===== src/rtl/pll_irq_pkg.sv =====
// Constants shared by the PLL lock interrupt and power mode block.
// Assumes an 8-bit register port and a single core clock domain.
package pll_irq_pkg;
    // Register offsets on the 8-bit port
    localparam logic [1:0] PLL_CONTROL_REG_OFS = 2'h0;
    localparam logic [1:0] PLL_BANDWIDTH_CTRL_REG_OFS = 2'h1;
    localparam logic [1:0] IRQ_STATUS_REG_OFS = 2'h2;
    localparam logic [1:0] IRQ_MASK_REG_OFS = 2'h3;
    // Control register fields
    localparam int CTRL_IRQ_ENABLE_BIT = 7;
    localparam int CTRL_EVENT_FLAG_BIT = 6;
    localparam int CTRL_POWER_ON_BIT = 5;
    localparam int CTRL_BASE_SEL_BIT = 4;
    // Bandwidth register fields
    localparam int BW_AUTO_BIT = 7;
    localparam int BW_LOCK_BIT = 6;
    // Status and mask fields
    localparam int STAT_GAINED_BIT = 0;
    localparam int STAT_LOST_BIT = 1;
    localparam int STAT_W = 2;
    // Values after reset
    localparam logic PLL_ON_RST = 1'b1;
    localparam logic BASE_SEL_RST = 1'b0;
    localparam logic AUTO_RST = 1'b0;
    localparam logic IRQ_EN_RST = 1'b0;
    localparam logic [STAT_W-1:0] MASK_RST = 2'h0;
endpackage


===== src/rtl/pll_lock_irq_power_modes.sv =====
// PLL lock event flag, interrupt, stop-mode gating and break protection.
// Assumes all inputs synchronous to core_clk_i; crystal clock = core clock.
`timescale 1ns/1ns
module pll_lock_irq_power_modes (
    input wire logic core_clk_i,
    input wire logic rst_n_i,
    input wire logic [1:0] addr_i,
    input wire logic [7:0] wdata_i,
    input wire logic wr_i,
    input wire logic rd_i,
    output logic [7:0] rdata_o,
    input wire logic lock_detect_i,
    input wire logic vco_tick_i,
    input wire logic stop_i,
    input wire logic osc_run_in_stop_option_i,
    input wire logic break_i,
    input wire logic break_clear_enable_i,
    output logic clock_module_irq_o,
    output logic crystal_clock_en_o,
    output logic module_output_clock_en_o,
    output logic out_src_vco_o,
    output logic pll_power_on_o
);
    import pll_irq_pkg::*;

    // All block state but the reset synchroniser in one record
    // One record keeps reset and update in a single place, at the cost
    // of every field being rewritten each cycle by the next-state copy.
    // Fields are grouped by function, mixing what software sees and what stays inside.
    typedef struct packed {
        // Control and bandwidth bits
        logic irq_en;
        logic pll_on;
        logic base_sel;
        logic auto_bw;
        // Event tracking
        logic event_flag;
        logic lock;
        // Stop edge detect, sticky status and its mask
        logic stop_d;
        logic [STAT_W-1:0] stat;
        logic [STAT_W-1:0] mask;
        // Bus read data, clock pulse state and the irq line
        logic [7:0] rdata;
        logic div_x;
        logic div_v;
        logic out_en;
        logic irq;
    } state_t;

    state_t cur_ff; // Registered state
    state_t nxt_cur; // Next state
    logic rst_s1_ff; // Reset sync first stage
    logic rst_s2_ff; // Reset sync second stage

    // Reset release through two flops
    // Assertion is immediate, release is clocked, so no flop of the block
    // leaves reset on a half-settled edge.
    always_ff @(posedge core_clk_i or negedge rst_n_i) begin
        if (!rst_n_i) begin
            rst_s1_ff <= 1'b0;
            rst_s2_ff <= 1'b0;
        end else begin
            rst_s1_ff <= 1'b1;
            rst_s2_ff <= rst_s1_ff;
        end
    end

    logic osc_off; // Oscillator stopped by stop mode
    logic pll_live; // PLL powered and not stopped
    logic lock_now; // Qualified lock indicator
    logic lock_chg; // Lock edge this cycle
    logic clr_ok; // Status clears permitted
    logic [STAT_W-1:0] ev_set; // Event set vector

    // Combinational helpers
    // Stop and break qualifiers are decoded once here so that the
    // next-state process and the checks see the same terms.
    // All of them come straight from inputs and registered state.
    always_comb begin
        // stop removes PLL; option keeps osc
        osc_off = stop_i && !osc_run_in_stop_option_i;
        pll_live = cur_ff.pll_on && !stop_i;
        // lock follows detector, wait has no say
        lock_now = cur_ff.auto_bw && pll_live && lock_detect_i;
        lock_chg = cur_ff.auto_bw && (lock_now != cur_ff.lock);
        clr_ok = !break_i || break_clear_enable_i;
        ev_set = '0;
        ev_set[STAT_GAINED_BIT] = lock_chg && lock_now;
        ev_set[STAT_LOST_BIT] = lock_chg && !lock_now;
    end

    // Next state
    // Order matters: bus writes and reads first, then hardware events,
    // so that an event in the same cycle as a clear wins.
    // Manual mode and stop entry are applied last and override both.
    always_comb begin
        nxt_cur = cur_ff;
        nxt_cur.stop_d = stop_i;
        nxt_cur.lock = lock_now;
        nxt_cur.rdata = 8'h00;
        // Register writes
        if (wr_i) begin
            case (addr_i)
                PLL_CONTROL_REG_OFS: begin
                    nxt_cur.irq_en = wdata_i[CTRL_IRQ_ENABLE_BIT];
                    nxt_cur.pll_on = wdata_i[CTRL_POWER_ON_BIT];
                    // select taken without checking lock
                    // Select needs the PLL already powered
                    nxt_cur.base_sel = wdata_i[CTRL_BASE_SEL_BIT] && cur_ff.pll_on;
                end
                PLL_BANDWIDTH_CTRL_REG_OFS: begin
                    // Lock bit is read-only; write ignored
                    nxt_cur.auto_bw = wdata_i[BW_AUTO_BIT];
                end
                IRQ_STATUS_REG_OFS: begin
                    // write one clears, held in break unless clear enabled
                    if (clr_ok) begin
                        nxt_cur.stat = cur_ff.stat & ~wdata_i[STAT_W-1:0];
                    end
                end
                IRQ_MASK_REG_OFS: begin
                    nxt_cur.mask = wdata_i[STAT_W-1:0];
                end
                default: begin
                    nxt_cur.mask = cur_ff.mask;
                end
            endcase
        end
        // Register reads, data one cycle later
        if (rd_i) begin
            case (addr_i)
                PLL_CONTROL_REG_OFS: begin
                    nxt_cur.rdata[CTRL_IRQ_ENABLE_BIT] = cur_ff.irq_en;
                    // flag reads 0 in manual mode
                    nxt_cur.rdata[CTRL_EVENT_FLAG_BIT] = cur_ff.event_flag && cur_ff.auto_bw;
                    nxt_cur.rdata[CTRL_POWER_ON_BIT] = cur_ff.pll_on;
                    nxt_cur.rdata[CTRL_BASE_SEL_BIT] = cur_ff.base_sel;
                    // reading clears flag unless break protects
                    if (clr_ok) begin
                        nxt_cur.event_flag = 1'b0;
                    end
                end
                PLL_BANDWIDTH_CTRL_REG_OFS: begin
                    nxt_cur.rdata[BW_AUTO_BIT] = cur_ff.auto_bw;
                    // lock visible only in automatic mode
                    // Masked by mode too, since lock lags the mode bit by one cycle
                    nxt_cur.rdata[BW_LOCK_BIT] = cur_ff.lock && cur_ff.auto_bw;
                end
                IRQ_STATUS_REG_OFS: begin
                    nxt_cur.rdata[STAT_W-1:0] = cur_ff.stat;
                end
                IRQ_MASK_REG_OFS: begin
                    nxt_cur.rdata[STAT_W-1:0] = cur_ff.mask;
                end
                default: begin
                    nxt_cur.rdata = 8'h00;
                end
            endcase
        end
        // flag sets regardless of enable; set beats clear
        if (lock_chg) begin
            nxt_cur.event_flag = 1'b1;
        end
        // Sticky status, set beats clear
        nxt_cur.stat = nxt_cur.stat | ev_set;
        // manual mode holds flag at zero
        if (!cur_ff.auto_bw) begin
            nxt_cur.event_flag = 1'b0;
        end
        // Cleared on entry whatever the source, which is harmless when
        // the crystal already drives the output.
        // stop entry drops VCO select, stays clear
        if (stop_i && !cur_ff.stop_d) begin
            nxt_cur.base_sel = 1'b0;
        end
        // Half-rate dividers for both sources
        // The VCO divider only moves on ticks, so its output is sparse;
        // limitation: pulse spacing follows the tick rate, not the core clock.
        nxt_cur.div_x = osc_off ? 1'b0 : !cur_ff.div_x;
        if (vco_tick_i && pll_live) begin
            nxt_cur.div_v = !cur_ff.div_v;
        end
        // output enable forced low with osc stopped
        if (osc_off) begin
            nxt_cur.out_en = 1'b0;
        end else if (cur_ff.base_sel) begin
            nxt_cur.out_en = vco_tick_i && pll_live && cur_ff.div_v;
        end else begin
            nxt_cur.out_en = cur_ff.div_x;
        end
        // Uses the next status so a new event raises the line one cycle sooner.
        // Stop without the option forces the line low regardless of status.
        // enable, mode and stop gate the irq
        nxt_cur.irq = cur_ff.irq_en && cur_ff.auto_bw && !osc_off
            && (|(nxt_cur.stat & cur_ff.mask));
    end

    // State register
    // Reset values come from the package; everything else starts at zero,
    // so irq and VCO select stay low until software programs the block, read data until a read.
    always_ff @(posedge core_clk_i or negedge rst_s2_ff) begin
        if (!rst_s2_ff) begin
            cur_ff <= '0;
            cur_ff.irq_en <= IRQ_EN_RST;
            cur_ff.pll_on <= PLL_ON_RST;
            cur_ff.base_sel <= BASE_SEL_RST;
            cur_ff.auto_bw <= AUTO_RST;
            cur_ff.mask <= MASK_RST;
        end else begin
            cur_ff <= nxt_cur;
        end
    end

    // Outputs
    // Power and crystal enables are combinational so that stop acts at once;
    // the rest are registered.
    assign rdata_o = cur_ff.rdata;
    assign clock_module_irq_o = cur_ff.irq;
    assign crystal_clock_en_o = !osc_off;
    assign module_output_clock_en_o = cur_ff.out_en;
    assign out_src_vco_o = cur_ff.base_sel;
    assign pll_power_on_o = pll_live;

    // status per bit
    // Set on event, sticky, cleared only by a permitted write of one.
    // A clear meeting an event in one cycle loses, so the clear check skips it.
    generate
        for (genvar b = 0; b < STAT_W; b++) begin : g_stat

        end
    endgenerate
endmodule


===== config.mk =====
export PLATFORM = sky130hd
export DESIGN_NAME = pll_lock_irq_power_modes
export DESIGN_NICKNAME = d
export VERILOG_FILES = /design/src/rtl/pll_irq_pkg.sv /design/src/rtl/pll_lock_irq_power_modes.sv
export SDC_FILE = /design/constraint.sdc
export NUM_CORES = 1
export LEC_CHECK = 0
export BUFFER_PORTS_ARGS = -buffer_cell sky130_fd_sc_hd__buf_2
export CORE_MARGIN = 2
export CORE_UTILIZATION = 48
export DETAILED_ROUTE_END_ITERATION = 6
export PLACE_DENSITY = 0.83
export SETUP_SLACK_MARGIN = 0.05
export SLEW_MARGIN = 15
export SYNTH_ARGS = -nofsm -noshare
export SYNTH_HDL_FRONTEND = slang
export SYNTH_SLANG_ARGS = --single-unit

===== constraint.sdc =====
create_clock -name core_clk_i -period 1 [get_ports core_clk_i]
set_clock_uncertainty 0.05 [all_clocks]
set_input_delay 0.2 -clock core_clk_i [delete_from_list [all_inputs] [get_ports core_clk_i]]
set_output_delay 0.2 -clock core_clk_i [all_outputs]
set_load 0.02 [all_outputs]

==> results of run 1 <==
power by group:
part | internal (mW) | switching [mW] | total (mW)
Sequential | 1.07 | 0.116 | 1.19
Clock | 0.155 | 0.266 | 0.421
Combinational | 0.407 | 0.293 | 0.700
cells in the final DEF, fill, tap and decap left out, drive strengths merged, types with 2 or more instances in the layout:
master / netlist / final
a21oi: 3 / 3
a32o: 2 / 2
and2b: 3 / 3
and3: 3 / 3
buf: 10 / 49
clkbuf: 0 / 4
conb: 2 / 3
dfrtp: 22 / 22
dlygate4sd3: 0 / 2
inv: 3 / 3
mux2: 5 / 5
mux2i: 4 / 4
nand2: 3 / 3
nand2b: 2 / 2
nand3: 2 / 2
nand4: 3 / 3
nor2: 5 / 5
nor2b: 2 / 2
xnor2: 2 / 2
layout make-up:
type / instances / area share [%]
well taps: 27 / 2.23
clock buffers: 4 / 1.73
flip-flops and latches: 23 / 38.2
repair buffers: 51 / 28.1
inverters: 3 / 0.743
multi-input cells: 49 / 29.0
registers in the layout, summed over array words and instances, names as in the netlist:
name	flops
rdata_o	6
rst_s1_ff	1
out_src_vco_o	1
cur_ff	12
rst_s2_ff	1
clock_module_irq_o	1
module_output_clock_en_o	1
metrics by stage:
step / power [mW] / instance area (sq um) / hold slack, ns
floorplan: 1.47 / 1040 / -0.146
global placement: 1.62 / 1250 / -0.0656
detailed placement: 1.65 / 1250 / -0.0643
CTS: 2.29 / 1530 / 0.0796
global route: 2.41 / 1520 / 0.0730
finish: 2.31 / 1520 / 0.0657
worst min-delay path by stage:
stage / start / depth (start not counted) / to
after global placement: rst_n_i / 1 / rst_s1_ff
after detailed placement: rst_n_i / 1 / rst_s2_ff
after global routing: wdata_i[7] / 2 / cur_ff[19]
final: wdata_i[7] / 2 / cur_ff[19]
after floorplan: rst_n_i / 0 / rst_s1_ff
after CTS: wdata_i[7] / 2 / cur_ff[19]
logic make-up (layout without fill, tap and decap cells):
| family | Yosys count | after routing | synth area share (%) |
|---|---|---|---|
| xor gates and xnor gates | 2 | 2 | 1.72 |
| AOI/OAI and AO/OA | 8 | 8 | 5.79 |
| DFF | 23 | 23 | 56.8 |
| and+or+nand+nor | 27 | 27 | 16.9 |
| muxes | 9 | 9 | 9.48 |
| other | 2 | 3 | 0.739 |
| buffers and inverters | 13 | 58 | 8.62 |
metal layers:
metal	up-vias	GRT usage (%)	share of wire [%]
li1	369	-	-
met1	424	28.2	37
met2	36	43.6	56
met3	6	3.94	4.8
met4	0	11.1	2.1
met5	-	0	0
critical path, cell delays in order, from the launching register on:
cell and delay (ns):
dfstp_2 0.57, buf_6 0.09, and2b_2 0.15, buf_6 0.11
repair_timing:
action | in CTS | in global routing
pin swaps | 1 | 2
hold endpoints to repair | 3 | 0
resized for setup | 43 | 8
buffers inserted | 9 | 2
setup endpoints to repair | 21 | 25
hold buffers | 2 | 0
==> summary.txt, run 1 <==
Detailed routing
  – Final antenna-violating net count: 0
  – Avg WL per Cell: between 15 and 20 um
  – # DRC: 0
  – DR pass1 iterations: 4
  – Routed vias: approximately 840
  – DRT iter0 DRCs: 17
  – Vias/cell: roughly 5.3
  – Routed Wire Length: ~2700 um

Yosys
  – Share of the synthesized area in the top cell type: 54.2%
  – Ranking of synthesized cells by area: dfrtp_1, buf_4, mux2_1
  – Synthesized area: 1020 sq um
  – Avg Cell Area, Syn: 12.1 sq um
  – Largest area contributor in the netlist: dfrtp_1
  – FF+latch count, synth: 23
  – Asr flop ratio synth: 100%
  – Top post-synthesis cells by count: dfrtp_1, buf_4, nor2_1
  – Yosys warns: 0
  – Most common cell in the netlist: dfrtp_1
  – Synth unique cells: 30
  – EDFF count, synth: 0
  – Seq/Total Area, Yosys: a little under three fifths
  – Syn Inst Count: 84
  – Top_reg_cell synth: dfrtp_1

CTS
  – CTS clk-pin slew, worst paths: ~0.13 ns
  – CTS tree: done
  – Skew-Pair Late Insertion Delay: ~0.31 ns
  – Clock root buffer: clkbuf_4
  – CTS Buffer Depth: 2
  – CTS Buf Count: 3
  – Clk sinks: 23
  – Htree depth: 1

Global routing
  – Pin count of the biggest net entering global routing: 22
  – Grt ovf: 0
  – Initial antenna violation count: 0
  – Number of global-route vias before repair: slightly above 900
  – First-pass GRT wire length: between 4000 and 5000 um
  – Total GRT Usage: 24.4%

Cells and area
  – Final Non-Filler Cells: 157
  – Synthesis-to-layout area growth: 49.1%
  – Fillers: ~130
  – Share of layout cells above drive strength 1: about 55%
  – Area of the multi-input gates: 439 sq um
  – Diode count: 0
  – Final Util: 76.5%
  – Nets@finish: between 150 and 200
  – Register area: ~580 sq um

Power
  – Power Dens Cells: between 1500 and 2000 nW/um^2
  – Leak pwr: around 0.76 nW
  – VDD IR-drop max: ~0.0011 V

STA
  – Part of the cycle the worst path needs: 148%
  – RSZ-0062 raised after global routing: true
  – Setup_tns: -3.56 ns
  – Setup slack after layout: -0.481 ns
  – Final hold vios: 0
  – Fmax: approximately 680 MHz
  – Final setup viols: 20
  – Fin crit period: about 1.5 ns
  – Max-slew violations: 0

Worst setup path
  – Critical Path RT: 0.75 ns
  – R2R depth: 6
  – Worst Path Max Fanout: 2
  – CP arrival: 1.23 ns
  – Reg2Reg Setup Slack: -0.44 ns
  – Reg2reg end: cur_ff[18]
  – Critical path class: reg -> out
  – Crit. Startpoint: cur_ff[21]
  – Crit path to: pll_power_on_o
  – RR Startpoint: cur_ff[21]
  – Critical path launch point type: register
  – Nature of the critical path endpoint: primary output

Placement
  – Detailed placement HPWL: between 1500 and 2000 um
  – Dpl cells: ~150
  – Routability Congestion: a little under 0.8
  – Buffers on Ports: 27
  – Worst slack at placement: -0.290 ns

Floorplanning
  – I/O pins: 33
  – Height of the die: between 50 and 60 um
  – Initial Utilization: around half
  – Die Wd: about 50 um
  – CORE AREA: between 1500 and 2000 sq um
  – Rows: 16
  – Die Footprint: approximately 2500 sq um

Outcome
  – Status: finished, violations left
  – Failing checks: setup timing

Run
  – Max Cap Viol: 0

Hold path
  – Hold Crit Class: in -> reg
No activity file was read; power rests on OpenSTA's default activity.
==> inputs of run 2 (changes only) <==
--- a/config.mk
+++ b/config.mk
@@ -5,11 +5,13 @@
 export SDC_FILE = /design/constraint.sdc
 export NUM_CORES = 1
 export LEC_CHECK = 0
+export ABC_AREA = 1
 export BUFFER_PORTS_ARGS = -buffer_cell sky130_fd_sc_hd__buf_2
 export CORE_MARGIN = 2
-export CORE_UTILIZATION = 48
+export CORE_UTILIZATION = 51
+export CTS_BUF_LIST = sky130_fd_sc_hd__clkbuf_4 sky130_fd_sc_hd__clkbuf_8
 export DETAILED_ROUTE_END_ITERATION = 6
-export PLACE_DENSITY = 0.83
+export PLACE_DENSITY = 0.87
 export SETUP_SLACK_MARGIN = 0.05
 export SLEW_MARGIN = 15
 export SYNTH_ARGS = -nofsm -noshare
==> run 2 against run 1 <==
  * Sequential power decreased by 5%
  * Largest power group unchanged
  * Critical endpoint unchanged
  * Clock power up 5.9%
  * Sequential cell count did not move
  * Critical path depth unchanged
  * Die area fell by 6.8%
  * Via count grew 1.7%
  * Critical path type unchanged
  * Wire length decreased by 15%
  * Global-route usage is 4.6 points lower
  * Clock-buffer cell count did not move
  * Non-clock buffer count is 8 lower
  * The flow still finishes with violations (setup timing)
  * Highest routed layer unchanged
  * Register-to-register slack better by 0.11 ns
  * First-iteration DRC count up 94%
==> summary.txt, run 2 <==
Cells and area
  – Final Cell Area: 1390 sq um (was 1520 sq um)
  – Diode count: 0 (unchanged)
  – Commonest non-fill, non-tap cell in the layout: dfrtp_1
  – Most frequent cells in the layout: dfrtp_1, buf_2, nand2_1 (was dfrtp_1, buf_6, buf_2)
  – Final Non-Filler Cells: 173 (was 157)
  – Fillers: 128 (was 127)
  – Nets@finish: 167 (was 151)
  – Most flops, register: cur_ff (unchanged)
  – Share of layout cells above drive strength 1: 45.9% (was 55.4%)
  – Max FFs per register: 12 (unchanged)
  – Synthesis-to-layout area growth: 39.3% (was 49.1%)
  – Register area: 577 sq um (was 579 sq um)
  – Area of the multi-input gates: 363 sq um (was 439 sq um)

Global routing
  – Met2 GRT Util: 33.4% (was 43.6%)
  – First-pass GRT wire length: 3130 um (was 4370 um)
  – Grt met1 use: 25.8% (was 28.2%)
  – Grt ovf: 0 (unchanged)
  – Initial antenna violation count: 0 (unchanged)
  – M3 GR Usage: 3.33% (was 3.94%)
  – Pin count of the biggest net entering global routing: 22 (unchanged)
  – Number of global-route vias before repair: 725 (was 927)
  – GRT Max-Usage Layer: met2 (unchanged)
  – Total GRT Usage: 19.8% (was 24.4%)

Worst setup path
  – Nature of the critical path endpoint: primary output (unchanged)
  – CP arrival: 1.12 ns (was 1.23 ns)
  – Worst path bufs/invs: 2 (unchanged)
  – Crit path largest cell delay: 0.56 ns (was 0.57 ns)
  – Slowest CP cell: dfstp_2 (unchanged)
  – Kind of cell adding the most delay to the critical path: flip-flops (unchanged)
  – Worst Path Max Fanout: 2 (unchanged)
  – Crit-path cells: inv_2 > nor2_4 > buf_6 (was buf_6 > and2b_2 > buf_6)
  – Critical Path RT: 0.75 ns (about the same)
  – Critical path class: reg -> out (unchanged)
  – Critical path launch point type: register (unchanged)

Yosys
  – XOR/XNOR Fraction of Synth Area: 0.876% (was 1.72%)
  – Compound-cell area share of the yosys netlist: 8.64% (was 5.79%)
  – Seq/Total Area, Yosys: 57.7% (was 56.8%)
  – Top post-synthesis cells by count: dfrtp_1, nand2_1, inv_1 (was dfrtp_1, buf_4, nor2_1)
  – EDFF count, synth: 0 (unchanged)
  – FF+latch count, synth: 23 (unchanged)
  – Largest area contributor in the netlist: dfrtp_1 (unchanged)
  – Share of the synthesized area in the top cell type: 55.1% (was 54.2%)
  – Syn Inst Count: 106 (was 84)
  – Asr flop ratio synth: 100% (unchanged)
  – Synth unique cells: 23 (was 30)
  – Yosys warns: 0 (unchanged)
  – Synthesized area: 1000 sq um (was 1020 sq um)
  – Adder-Cell Fraction of Synth Area: 0% (unchanged)
  – Mux cell area share after synthesis: 2.25% (was 9.48%)
  – Simple-Gate Fraction of Synth Area: 18.0% (was 16.9%)
  – Ranking of synthesized cells by area: dfrtp_1, buf_4, nand2_1 (was dfrtp_1, buf_4, mux2_1)
  – Main combinational cell family by area after synthesis: simple AND/OR/NAND/NOR gates (unchanged)
  – Avg Cell Area, Syn: 9.43 sq um (was 12.1 sq um)
  – Top_reg_cell synth: dfrtp_1 (unchanged)
  – Most common cell in the netlist: dfrtp_1 (unchanged)

STA
  – Final hold vios: 0 (unchanged)
  – Max-slew violations: 0 (unchanged)
  – Setup slack after layout: -0.366 ns (was -0.481 ns)
  – Setup_tns: -2.40 ns (was -3.56 ns)
  – Final setup viols: 17 (was 20)
  – Fin crit period: 1.37 ns (was 1.48 ns)
  – RSZ-0062 raised after global routing: true (unchanged)
  – Fmax: 732 MHz (was 675 MHz)
  – Part of the cycle the worst path needs: 137% (was 148%)

Floorplanning
  – CORE AREA: 1900 sq um (was 1980 sq um)
  – Rows: 16 (unchanged)
  – I/O pins: 33 (unchanged)
  – Height of the die: 48.3 um (was 50.0 um)
  – Initial Utilization: 52.6% (was 51.3%)
  – Die Footprint: 2330 sq um (was 2500 sq um)
  – Die Wd: 48.3 um (was 50.0 um)

CTS
  – Skew-Pair Late Insertion Delay: 0.30 ns (was 0.31 ns)
  – CTS Buffer Depth: 2 (unchanged)
  – Clock root buffer: clkbuf_4 (unchanged)
  – CTS clk-pin slew, worst paths: 0.12 ns (was 0.13 ns)
  – CTS Buf Count: 3 (unchanged)
  – CTS tree: done (unchanged)
  – Htree depth: 1 (unchanged)
  – Clk sinks: 23 (unchanged)

Outcome
  – Status: finished, violations left (unchanged)
  – Failing checks: setup timing (unchanged)

Detailed routing
  – Final antenna-violating net count: 0 (unchanged)
  – Routed Wire Length: 2260 um (was 2670 um)
  – Avg WL per Cell: 13.0 um (was 17.0 um)
  – # DRC: 0 (unchanged)
  – DR pass1 iterations: 4 (unchanged)
  – DRT iter0 DRCs: 33 (was 17)
  – Routed vias: 849 (was 835)
  – Vias/cell: 4.91 (was 5.32)

Placement
  – Routability Congestion: 0.742 (was 0.783)
  – Dpl cells: 163 (was 145)
  – Post-place instance area: 1190 sq um (was 1250 sq um)
  – Detailed placement HPWL: 1430 um (was 1570 um)
  – Buffers on Ports: 27 (unchanged)

Power
  – Power Dens Cells: 1520 nW/um^2 (was 1530 nW/um^2)
  – Leak pwr: 0.707 nW (was 0.758 nW)
  – VDD IR-drop max: 0.000859 V (was 0.00114 V)

Run
  – Max Cap Viol: 0 (unchanged)

Hold path
  – Hold Crit Class: in -> reg (unchanged)
## run 2: tightest hold or removal path, cell delays in order
cell     delay, ns
buf_2         0.11
nand2_1       0.08
o21ai_2       0.05
## run 2: path summary, 6_finish.rpt
check / depth (start not counted) / start / slack [ns] / end
worst max-delay path: 3 / cur_ff[21] / -0.37 / pll_power_on_o
worst min register to register: 1 / rst_s2_ff / 0.16 / cur_ff[19]
min in group asynchronous: 2 / rst_n_i / 0.14 / rst_s1_ff
max in group asynchronous: 1 / rst_s2_ff / 0.48 / cur_ff[21]
worst min-delay path: 3 / wdata_i[5] / 0.08 / cur_ff[21]
worst max register to register: 8 / cur_ff[21] / -0.33 / module_output_clock_en_o
## run 2: cells by family (layout without fill, tap and decap cells)
kind of cell	Yosys count	in the layout
AND/OR/NAND/NOR	40	40
other	2	3
flip-flops	23	23
buffers and inverters	23	62
multiplexers	2	2
XOR/XNOR	1	1
AO/OA/AOI/OAI	15	15
## run 2: report_power, final
part / leakage, nW / switching, mW / internal [mW]
registers: 0.292 / 0.0734 / 1.05
clock network: 0.0184 / 0.263 / 0.183
logic: 0.397 / 0.296 / 0.253
## run 2: per-stage QoR
step | utilization [%] | total power [mW] | hold WS [ns] | worst slack (ns)
final | 73.2 | 2.12 | 0.0807 | -0.366
after global routing | 73.2 | 2.24 | 0.0705 | -0.433
after CTS | 71.2 | 2.09 | 0.0697 | -0.368
after detailed placement | 62.8 | 1.56 | -0.0623 | -0.176
after global placement | 62.8 | 1.54 | -0.0661 | -0.137
after floorplan | - | 1.41 | -0.146 | -0.199
## run 2: timing repair
item                                   4_1_cts  5_1_grt
hold buffers                                 1        0
endpoints found under the hold margin        2        0
pin swaps                                    5        4
setup endpoints to repair                   21       23
resized for setup                           27       10
buffers inserted                             5        2
## run 2: final cells by class
type / instances / share of cell area, %
clock buffer: 4 / 2.16
inverter: 15 / 4.22
multi-input combinational: 61 / 26.1
sequential: 23 / 41.4
tap: 27 / 2.43
timing repair buffer: 43 / 23.7
## run 2: per-layer routing
metal	share of wire, %	wire length [um]	vias up
li1	-	-	405
met1	41	931	410
met2	53	1190	26
met3	2.9	65	8
met4	3.0	68	0
met5	0	0	-
==> inputs of run 3 (changes only) <==
--- a/config.mk
+++ b/config.mk
@@ -12,7 +12,7 @@
 export CTS_BUF_LIST = sky130_fd_sc_hd__clkbuf_4 sky130_fd_sc_hd__clkbuf_8
 export DETAILED_ROUTE_END_ITERATION = 6
 export PLACE_DENSITY = 0.87
-export SETUP_SLACK_MARGIN = 0.05
+export SETUP_SLACK_MARGIN = 0.15
 export SLEW_MARGIN = 15
 export SYNTH_ARGS = -nofsm -noshare
 export SYNTH_HDL_FRONTEND = slang
==> run 3 against run 2 <==
  * The flow still finishes with violations (setup timing)
  * Worst hold slack got worse by 0.0098 ns
  * Maximum frequency fell by 2.4%
  * Sequential cell count unchanged
  * Combinational power increased by 23%
  * Largest cell class unchanged
  * Wire length increased by 22%
  * Global-route usage up 4.5 points
  * Final area increased by 8.4%
  * Sequential share of layout area down 3.2 points
  * Worst setup slack worse by 0.033 ns
  * Highest routed layer unchanged
==> summary.txt, run 3 (synthesized netlist as in run 2, its figures left out) <==
STA
  – Final hold vios: 0 (unchanged)
  – Fin crit period: 1.40 ns (was 1.37 ns)
  – Max-slew violations: 0 (unchanged)
  – Final setup viols: 20 (was 17)
  – Part of the cycle the worst path needs: 140% (was 137%)
  – Fmax: 715 MHz (was 732 MHz)
  – Setup slack after layout: -0.399 ns (was -0.366 ns)
  – RSZ-0062 raised after global routing: true (unchanged)

CTS
  – Clk sinks: 23 (unchanged)
  – Htree depth: 1 (unchanged)
  – Skew-Pair Late Insertion Delay: 0.31 ns (was 0.30 ns)
  – CTS Buffer Depth: 2 (unchanged)
  – CTS clk-pin slew, worst paths: 0.12 ns (about the same)
  – Clock root buffer: clkbuf_4 (unchanged)
  – CTS Buf Count: 3 (unchanged)
  – CTS tree: done (unchanged)

Detailed routing
  – Vias/cell: 5.13 (was 4.91)
  – Avg WL per Cell: 15.4 um (was 13.0 um)
  – DR pass1 iterations: 4 (unchanged)
  – Final antenna-violating net count: 0 (unchanged)
  – Routed Wire Length: 2750 um (was 2260 um)
  – DRT iter0 DRCs: 35 (was 33)
  – Routed vias: 913 (was 849)
  – # DRC: 0 (unchanged)

Worst setup path
  – Slowest CP cell: dfstp_2 (unchanged)
  – Critical Path RT: 0.75 ns (about the same)
  – Critical path class: reg -> out (unchanged)
  – Worst Path Max Fanout: 2 (unchanged)
  – Crit-path cells: inv_2 > nor2_4 > buf_6 (unchanged)
  – Critical path launch point type: register (unchanged)
  – Worst path bufs/invs: 2 (unchanged)
  – Nature of the critical path endpoint: primary output (unchanged)
  – Kind of cell adding the most delay to the critical path: flip-flops (unchanged)
  – Crit path largest cell delay: 0.56 ns (about the same)
  – CP arrival: 1.15 ns (was 1.12 ns)

Placement
  – Post-place instance area: 1190 sq um (unchanged)
  – Buffers on Ports: 27 (unchanged)
  – Detailed placement HPWL: 1430 um (unchanged)
  – Routability Congestion: 0.742 (unchanged)
  – Worst slack at placement: -0.176 ns (unchanged)

Global routing
  – Grt ovf: 0 (unchanged)
  – Pin count of the biggest net entering global routing: 22 (unchanged)
  – Total GRT Usage: 24.3% (was 19.8%)
  – Initial antenna violation count: 0 (unchanged)
  – Number of global-route vias before repair: 826 (was 725)
  – First-pass GRT wire length: 3860 um (was 3130 um)

Power
  – VDD IR-drop max: 0.000983 V (was 0.000859 V)
  – Power Dens Cells: 1500 nW/um^2 (was 1520 nW/um^2)
  – Leak pwr: 0.750 nW (was 0.707 nW)

Cells and area
  – Nets@finish: 172 (was 167)
  – Diode count: 0 (unchanged)
  – Most flops, register: cur_ff (unchanged)
  – Synthesis-to-layout area growth: 51.1% (was 39.3%)
  – Final Util: 79.4% (was 73.2%)
  – Share of layout cells above drive strength 1: 52.3% (was 45.9%)
  – Max FFs per register: 12 (unchanged)
  – Final Cell Area: 1510 sq um (was 1390 sq um)
  – Fillers: 107 (was 128)
  – Most frequent cells in the layout: dfrtp_1, buf_4, buf_6 (was dfrtp_1, buf_2, nand2_1)
  – Commonest non-fill, non-tap cell in the layout: dfrtp_1 (unchanged)

Floorplanning
  – Rows: 16 (unchanged)
  – CORE AREA: 1900 sq um (unchanged)
  – Initial Utilization: 52.6% (unchanged)
  – Die Wd: 48.3 um (unchanged)
  – Die Footprint: 2330 sq um (unchanged)
  – Height of the die: 48.3 um (unchanged)
  – I/O pins: 33 (unchanged)

Hold path
  – Hold Crit Class: in -> reg (unchanged)

Run
  – Max Cap Viol: 0 (unchanged)

Outcome
  – Failing checks: setup timing (unchanged)
  – Status: finished, violations left (unchanged)
-- run 3: path summary, 6_finish.rpt --
check                           startpoint                 end  slack (ns)  depth (start not counted)
min in group asynchronous          rst_n_i           rst_s1_ff        0.13                          2
worst max-delay path            cur_ff[21]      pll_power_on_o       -0.40                          3
max in group asynchronous        rst_s2_ff          cur_ff[21]        0.46                          1
worst max register to register  cur_ff[21]  clock_module_irq_o       -0.39                          8
worst min register to register   rst_s2_ff          cur_ff[19]        0.17                          1
worst min-delay path                stop_i          cur_ff[16]        0.07                          2
-- run 3: area by class of cell --
class | count | area, sq um | share of cell area (%)
Tap cell | 27 | 33.8 | 2.24
Sequential cell | 23 | 577 | 38.2
Timing Repair Buffer | 48 | 392 | 25.9
Multi-Input combinational cell | 61 | 414 | 27.4
Clock buffer | 4 | 30.0 | 1.99
Inverter | 15 | 63.8 | 4.23
-- run 3: power breakdown --
part	total [mW]	leakage [nW]	internal, mW	switching (mW)
registers	1.14	0.292	1.05	0.0805
clock network	0.453	0.0184	0.183	0.270
logic	0.678	0.439	0.321	0.357
total	2.27	0.750	1.56	0.708
-- run 3: layer usage --
layer	track usage, %	routed length, um
met5	0	0
met4	10.3	114
met3	4.44	137
met2	38.7	1370
met1	32.4	1120
-- run 3: stage by stage --
step                hold slack (ns)  TNS, ns  std cells  power, mW
global placement            -0.0661   -0.486        163       1.54
floorplan                    -0.146   -0.436        107       1.41
global route                 0.0543    -3.94        178       2.39
finish                       0.0709    -3.24        178       2.27
detailed placement          -0.0623   -0.773        163       1.56
CTS                          0.0616    -2.17        174       2.14
-- run 3: repair_timing --
action                                 4_1_cts  5_1_grt
setup endpoints to repair                   24       26
gates resized for setup                     41       16
buffers inserted                             6        4
hold buffers                                 1        0
pin swaps                                    7        6
endpoints found under the hold margin        2        0
-- run 3: worst reg2reg max path, stage by stage, from the launching register on --
cell	delay, ns
dfstp_2	0.56
buf_4	0.11
buf_6	0.09
nand4_4	0.10
inv_4	0.10
nand2_4	0.06
nand2_4	0.08
nand2_2	0.05
a21oi_2	0.12
